File: src/logic/sense_protect_cfg.svh
/*
 * Holds the addresses, field positions, reset values and widths of the
 * protected sense control block.
 * Assumes it is included by its bare name from the package and the design.
 */
`ifndef SENSE_PROTECT_CFG_SVH
`define SENSE_PROTECT_CFG_SVH

// Register addresses on the internal serial register link.
`define ADDR_CAL_CONTROL        8'h10
`define ADDR_SENSE_FIVE         8'h11
`define ADDR_SENSE_PROTECTED    8'h12

// Reset values of the stored registers.
`define RESET_SENSE_FIVE        8'h00
`define RESET_SENSE_PROTECTED   8'h40
`define RESET_BYTE_ZERO         8'h00

// Field positions.
`define BIT_CAL_START           0
`define BIT_WRITE_UNLOCK        5
`define BIT_OFFSET_SELECT       6
`define BIT_OVERRIDE_ENABLE     0

// Width of the register address and data.
`define REG_WIDTH               8

`endif

File: src/logic/sense_protect_pkg.sv
/*
 * Holds the types shared by the protected sense control block.
 * Assumes the configuration header sits in the include path.
 */
`include "sense_protect_cfg.svh"

package sense_protect_pkg;

    // One register address or data byte on the register link.
    typedef logic [`REG_WIDTH-1:0] reg_byte_t;

endpackage

File: src/logic/sense_control_protected_regs.sv
/*
 * Holds the write protected sense control register, its unlock register,
 * the calibration start bit, and the gate driver sleep logic.
 * Assumes a register decoder behind the internal serial link presents one
 * byte access per strobe, synchronous to ref_clk_i, and that the analog
 * calibration engine pulses cal_done_i for one cycle when it finishes.
 */
// What this block does
// - Protected register sits at 0x12 and resets to 0x40.
// - Writes to the protected register land only while the unlock bit is one.
// - Bit 6 selects offset source: zero calibration data, one factory trim.
// - Finished sensing amplifier calibration clears the offset source bit to zero.
// - Bit 0 enables gate driver active override mode, resetting to zero.
// - Controller reset releases its enable pin, pulled low, so the driver sleeps.
// - Unlock bit is bit 5 of register 0x11; one permits protected writes.
// - With sensing enabled, writing one to the calibration bit starts it; done clears it.
`include "sense_protect_cfg.svh"

module sense_control_protected_regs
    import sense_protect_pkg::*;
(
    input  wire logic      ref_clk_i,
    input  wire logic      rst_n_i,
    input  wire reg_byte_t reg_addr_i,
    input  wire reg_byte_t reg_wdata_i,
    input  wire logic      reg_wr_i,
    input  wire logic      reg_rd_i,
    output reg_byte_t      reg_rdata_o,
    output logic           reg_rvalid_o,
    input  wire logic      emf_sensing_enable_i,
    input  wire logic      cal_done_i,
    input  wire logic      mcu_reset_n_i,
    input  wire logic      driver_enable_port_oe_i,
    input  wire logic      driver_enable_port_out_i,
    output logic           emf_offset_source_select_o,
    output logic           gate_override_enable_o,
    output logic           emf_cal_run_o,
    output logic           amp3_cal_run_o,
    output logic           driver_enable_o,
    output logic           driver_sleep_o
);

    logic      rst_meta;
    logic      rst_n;
    reg_byte_t sense_control_five;
    reg_byte_t sense_control_protected;
    logic      amp3_or_emf_cal_start;
    reg_byte_t next_sense_control_five;
    reg_byte_t next_sense_control_protected;
    logic      next_amp3_or_emf_cal_start;
    reg_byte_t next_rdata;
    logic      next_rvalid;
    logic      next_emf_cal_run;
    logic      next_amp3_cal_run;
    logic      next_driver_enable;
    logic      protected_write_unlock;
    logic      emf_cal_finish;

    // Releases the reset through two flip-flops; only the second is used.
    always_ff @(posedge ref_clk_i or negedge rst_n_i) begin
        if (!rst_n_i) begin
            rst_meta <= 1'b0;
            rst_n    <= 1'b0;
        end else begin
            rst_meta <= 1'b1;
            rst_n    <= rst_meta;
        end
    end

    assign protected_write_unlock = sense_control_five[`BIT_WRITE_UNLOCK];
    assign emf_cal_finish = cal_done_i & amp3_or_emf_cal_start & emf_sensing_enable_i;

    // Computes the next register contents from writes and calibration events.
    always_comb begin
        next_sense_control_five      = sense_control_five;
        next_sense_control_protected = sense_control_protected;
        next_amp3_or_emf_cal_start   = amp3_or_emf_cal_start;
        if (reg_wr_i && reg_addr_i == `ADDR_SENSE_FIVE) begin
            next_sense_control_five = reg_wdata_i;
        end
        // A locked write is dropped silently; an unlocked one stores all eight bits as written, except bit 6 in a calibration finish cycle.
        if (reg_wr_i && reg_addr_i == `ADDR_SENSE_PROTECTED && protected_write_unlock) begin
            next_sense_control_protected = reg_wdata_i;
        end
        // The hardware clear wins over a write in the same cycle.
        if (emf_cal_finish) begin
            next_sense_control_protected[`BIT_OFFSET_SELECT] = 1'b0;
        end
        if (cal_done_i) begin
            next_amp3_or_emf_cal_start = 1'b0;
        end
        // A start written in the clearing cycle is kept, so it is never lost.
        if (reg_wr_i && reg_addr_i == `ADDR_CAL_CONTROL && reg_wdata_i[`BIT_CAL_START]) begin
            next_amp3_or_emf_cal_start = 1'b1;
        end
    end

    // Registers the stored bits.
    always_ff @(posedge ref_clk_i or negedge rst_n) begin
        if (!rst_n) begin
            sense_control_five      <= `RESET_SENSE_FIVE;
            sense_control_protected <= `RESET_SENSE_PROTECTED;
            amp3_or_emf_cal_start   <= 1'b0;
        end else begin
            sense_control_five      <= next_sense_control_five;
            sense_control_protected <= next_sense_control_protected;
            amp3_or_emf_cal_start   <= next_amp3_or_emf_cal_start;
        end
    end

    // Selects the read data; unmapped addresses answer zero.
    always_comb begin
        next_rvalid = reg_rd_i;
        next_rdata  = `RESET_BYTE_ZERO;
        if (reg_rd_i) begin
            case (reg_addr_i)
                `ADDR_CAL_CONTROL: begin
                    next_rdata[`BIT_CAL_START] = amp3_or_emf_cal_start;
                end
                `ADDR_SENSE_FIVE: begin
                    next_rdata = sense_control_five;
                end
                `ADDR_SENSE_PROTECTED: begin
                    next_rdata = sense_control_protected;
                end
                default: begin
                    next_rdata = `RESET_BYTE_ZERO;
                end
            endcase
        end
    end

    // Computes calibration steering and the driver enable seen by the gate driver.
    always_comb begin
        next_emf_cal_run  = amp3_or_emf_cal_start & emf_sensing_enable_i;
        next_amp3_cal_run = amp3_or_emf_cal_start & ~emf_sensing_enable_i;
        // An undriven enable pin reads low through the pulldown.
        next_driver_enable = mcu_reset_n_i & driver_enable_port_oe_i
                             & driver_enable_port_out_i;
    end

    // Registers the read answer and the control outputs.
    always_ff @(posedge ref_clk_i or negedge rst_n) begin
        if (!rst_n) begin
            reg_rdata_o     <= `RESET_BYTE_ZERO;
            reg_rvalid_o    <= 1'b0;
            emf_cal_run_o   <= 1'b0;
            amp3_cal_run_o  <= 1'b0;
            driver_enable_o <= 1'b0;
            driver_sleep_o  <= 1'b1;
        end else begin
            reg_rdata_o     <= next_rdata;
            reg_rvalid_o    <= next_rvalid;
            emf_cal_run_o   <= next_emf_cal_run;
            amp3_cal_run_o  <= next_amp3_cal_run;
            driver_enable_o <= next_driver_enable;
            driver_sleep_o  <= ~next_driver_enable;
        end
    end

    // The configuration bits leave straight from the stored register.
    assign emf_offset_source_select_o = sense_control_protected[`BIT_OFFSET_SELECT];
    assign gate_override_enable_o     = sense_control_protected[`BIT_OVERRIDE_ENABLE];
endmodule

File: config.mk
export PLATFORM = sky130hd
export DESIGN_NAME = sense_control_protected_regs
export DESIGN_NICKNAME = d
export VERILOG_FILES = /design/src/logic/sense_protect_pkg.sv /design/src/logic/sense_control_protected_regs.sv
export VERILOG_INCLUDE_DIRS = /design/src /design/src/logic
export SDC_FILE = /design/constraint.sdc
export NUM_CORES = 1
export LEC_CHECK = 0
export BUFFER_PORTS_ARGS = -buffer_cell sky130_fd_sc_hd__clkbuf_2
export CAP_MARGIN = 20
export CORE_MARGIN = 1
export CORE_UTILIZATION = 44
export DETAILED_ROUTE_END_ITERATION = 12
export PLACE_DENSITY = 0.77
export SYNTH_ARGS = -nofsm -noshare
export SYNTH_HDL_FRONTEND = slang
export SYNTH_SLANG_ARGS = --single-unit
File: constraint.sdc
create_clock -name ref_clk_i -period 1 [get_ports ref_clk_i]
set_clock_uncertainty 0.05 [all_clocks]
set_input_delay 0.2 -clock ref_clk_i [delete_from_list [all_inputs] [get_ports ref_clk_i]]
set_output_delay 0.2 -clock ref_clk_i [all_outputs]
set_load 0.01 [all_outputs]
==> run metrics <==
clk slew on worst S/H paths=0.10 ns; Placeable Area=~2600 um2; via density per instance=approximately 5.0; Area Overhead vs Synth=44.8%; Clock Latency Late Sink=0.32 ns; endpoint class of the critical path=register; post-synthesis sequential element count=32; maxcap violations=0; leak pwr=0.950 nW; number of port buffers=39; Synth area leader=dfrtp_1; setup violators final=31; switching fraction of total power=roughly a quarter; Cell Area, Synth=~1200 um2; fillers=around 180; outcome=finished, violations left; GRT overflow=0; Die Y=55.1 um; commonest non-fill, non-tap cell in the layout=clkbuf_2; Final Max Tran Viols=0; Arr. time, crit path=approximately 1.4 ns; utilization after layout=approximately 70%; first-pass GRT wire length=between 4 and 5 mm; Syn Inst Count=90; H-tree depth=2; synth warn=0; Finished Cell Area=1800 um2; Max Fclk=between 0.7 and 0.8 GHz; GPL Wtd Cong=between 0.8 and 0.9; Pwr per Cell Area=~1300 nW/um2; post-place setup slack=-0.455 ns; top cell type's share of synthesized area=between 60% and 70%; Flop pwr share=59.4%; DRT Pass-1 Iters=4; io pins=40; number of antenna diodes=0; Syn Area/Cell=between 10 and 15 um2; final clock period utilization by the worst path=126%; Psw=approximately 0.55 mW; initial core utilization=roughly half; P_int=roughly 1.7 mW; WL per Instance=roughly 14 um; number of global-route vias before repair=911; Synth area leaders=dfrtp_1 61%, mux2_2 14%, a22oi_1 4.2%, dfstp_2 4.2%, nor2_1 3.0%; Post-Syn Nets=about 120; share of cells above drive strength 1=slightly below 60%; sequential fraction of the synthesis area=about two thirds; ANT nets after route=0; most frequent cells in the layout=35 x clkbuf_2, 29 x dfrtp_1, 11 x buf_4, 8 x nor2_1, 8 x mux2_2; clock root buffer=clkbuf_4; clock share of power=around a third; crit path max fanout=7; CTS max path bufs=2; placed cell area=roughly 1600 um2; Gate power share=8.8%; CTS tree=done; CTS sink count=32; fin crit period=~1.3 ns; Die Wd=55.1 um; hpwl dp=around 1.8 mm; initial antenna violation count=0; Power, Total=2.25 mW; crit path launch type=register; DRC viols=0; Worst VDD drop=848 uV; Fin. Hold Viols=0; kind of critical path=register to register; total track usage=between 20% and 30%; Rows=18; Final #Nets=180; cts bufs inserted=5; final WL=2.59 mm; Register Area=approximately 800 um2; library cells used by synthesis=22; largest net degree at the start of global routing=29; multi-input logic area=~470 um2; failing checks=setup timing; setup slack after layout=-0.264 ns; RSZ-0062 raised after global routing=yes; Via Count=923; Worst EP required=1.16 ns; Starting DRT DRC Count=14; Total Die Area=between 3000 and 4000 um2; Min Hold Slack=0.0169 ns; HP Class=register to asynchronous set/reset pin
## area by class of cell
cell class	instances	area share, %
Clock buffer	5	2.09
Clock inverter	3	1.05
Inverter	2	0.418
Multi-Input combinational cell	54	26.3
Sequential cell	32	44.8
Tap cell	30	2.09
Timing Repair Buffer	60	23.2
## timing repair
item | CTS | global route
pin swaps | 4 | 2
setup buffers | 4 | 0
resized for setup | 10 | 15
endpoints found under the hold margin | 5 | 0
hold buffers | 6 | 0
setup endpoints to repair | 31 | 36
## worst paths after layout
path                                             from                          to  slack [ns]  depth (start not counted)
max in group asynchronous                       rst_n  sense_control_protected[6]        0.49                          1
worst max-delay path            sense_control_five[5]  sense_control_protected[4]       -0.26                          4
worst min register to register                  rst_n             driver_enable_o        0.02                          0
worst max register to register  sense_control_five[5]  sense_control_protected[4]       -0.26                          4
worst min-delay path                            rst_n             driver_enable_o        0.02                          0
min in group ref_clk_i                     cal_done_i       amp3_or_emf_cal_start        0.02                          2
## power groups by stage
stage          combinational (mW)  sequential, mW  clock, mW
6_report                    0.198            1.33      0.715
4_1_cts                     0.193            1.33      0.738
2_1_floorplan              0.0462            1.37          0
5_1_grt                     0.218            1.34      0.812
3_5_place_dp                0.171            1.36          0
3_3_place_gp                0.165            1.36          0
## critical path, cell delays in order, from the launching register on
cell     delay (ns)
dfrtp_1        0.39
and3b_1        0.19
nand4_2        0.08
buf_6          0.15
mux2_4         0.31
## state kept, by name, indices dropped and copies added, names as in the netlist
name and count:
driver_sleep_o 1, reg_rdata_o 8, sense_control_protected 8, emf_cal_run_o 1
reg_rvalid_o 1, rst_n 1, amp3_cal_run_o 1, amp3_or_emf_cal_start 1
sense_control_five 8, driver_enable_o 1, rst_meta 1
## stage by stage
step                instances  setup TNS, ns
finish                    186          -3.55
global route              186          -4.88
CTS                       186          -3.75
detailed placement        169          -8.95
global placement          169          -8.54
floorplan                  90          -5.44
## routing by layer
layer	vias up	GRT usage [%]	part of all wire (%)
li1	445	-	-
met1	447	23.1	40
met2	27	34.1	55
met3	4	7.10	4.8
met4	0	7.50	0.77
met5	-	0	0
## kinds of logic (layout without fill, tap and decap cells)
logic type	after synthesis	count (layout)	share of synthesized area [%]
multiplexers	17	17	15.2
AND/OR/NAND/NOR	27	27	13.3
buffers and inverters	4	70	1.31
AO/OA/AOI/OAI	9	9	5.04
other	1	1	0.302
flip-flops	32	32	64.8
## cell usage after synthesis (all sizes together)
master / count
a21oi: 1
a22oi: 7
and2: 1
and3b: 1
buf: 1
clkbuf: 1
conb: 1
dfrtp: 30
dfstp: 2
inv: 2
mux2: 15
mux2i: 2
nand2: 3
nand3: 4
nand4: 3
nor2: 10
nor2b: 2
nor3b: 1
nor4b: 1
o21ai: 1
or2: 1
(Power assumes the default switching activity.)
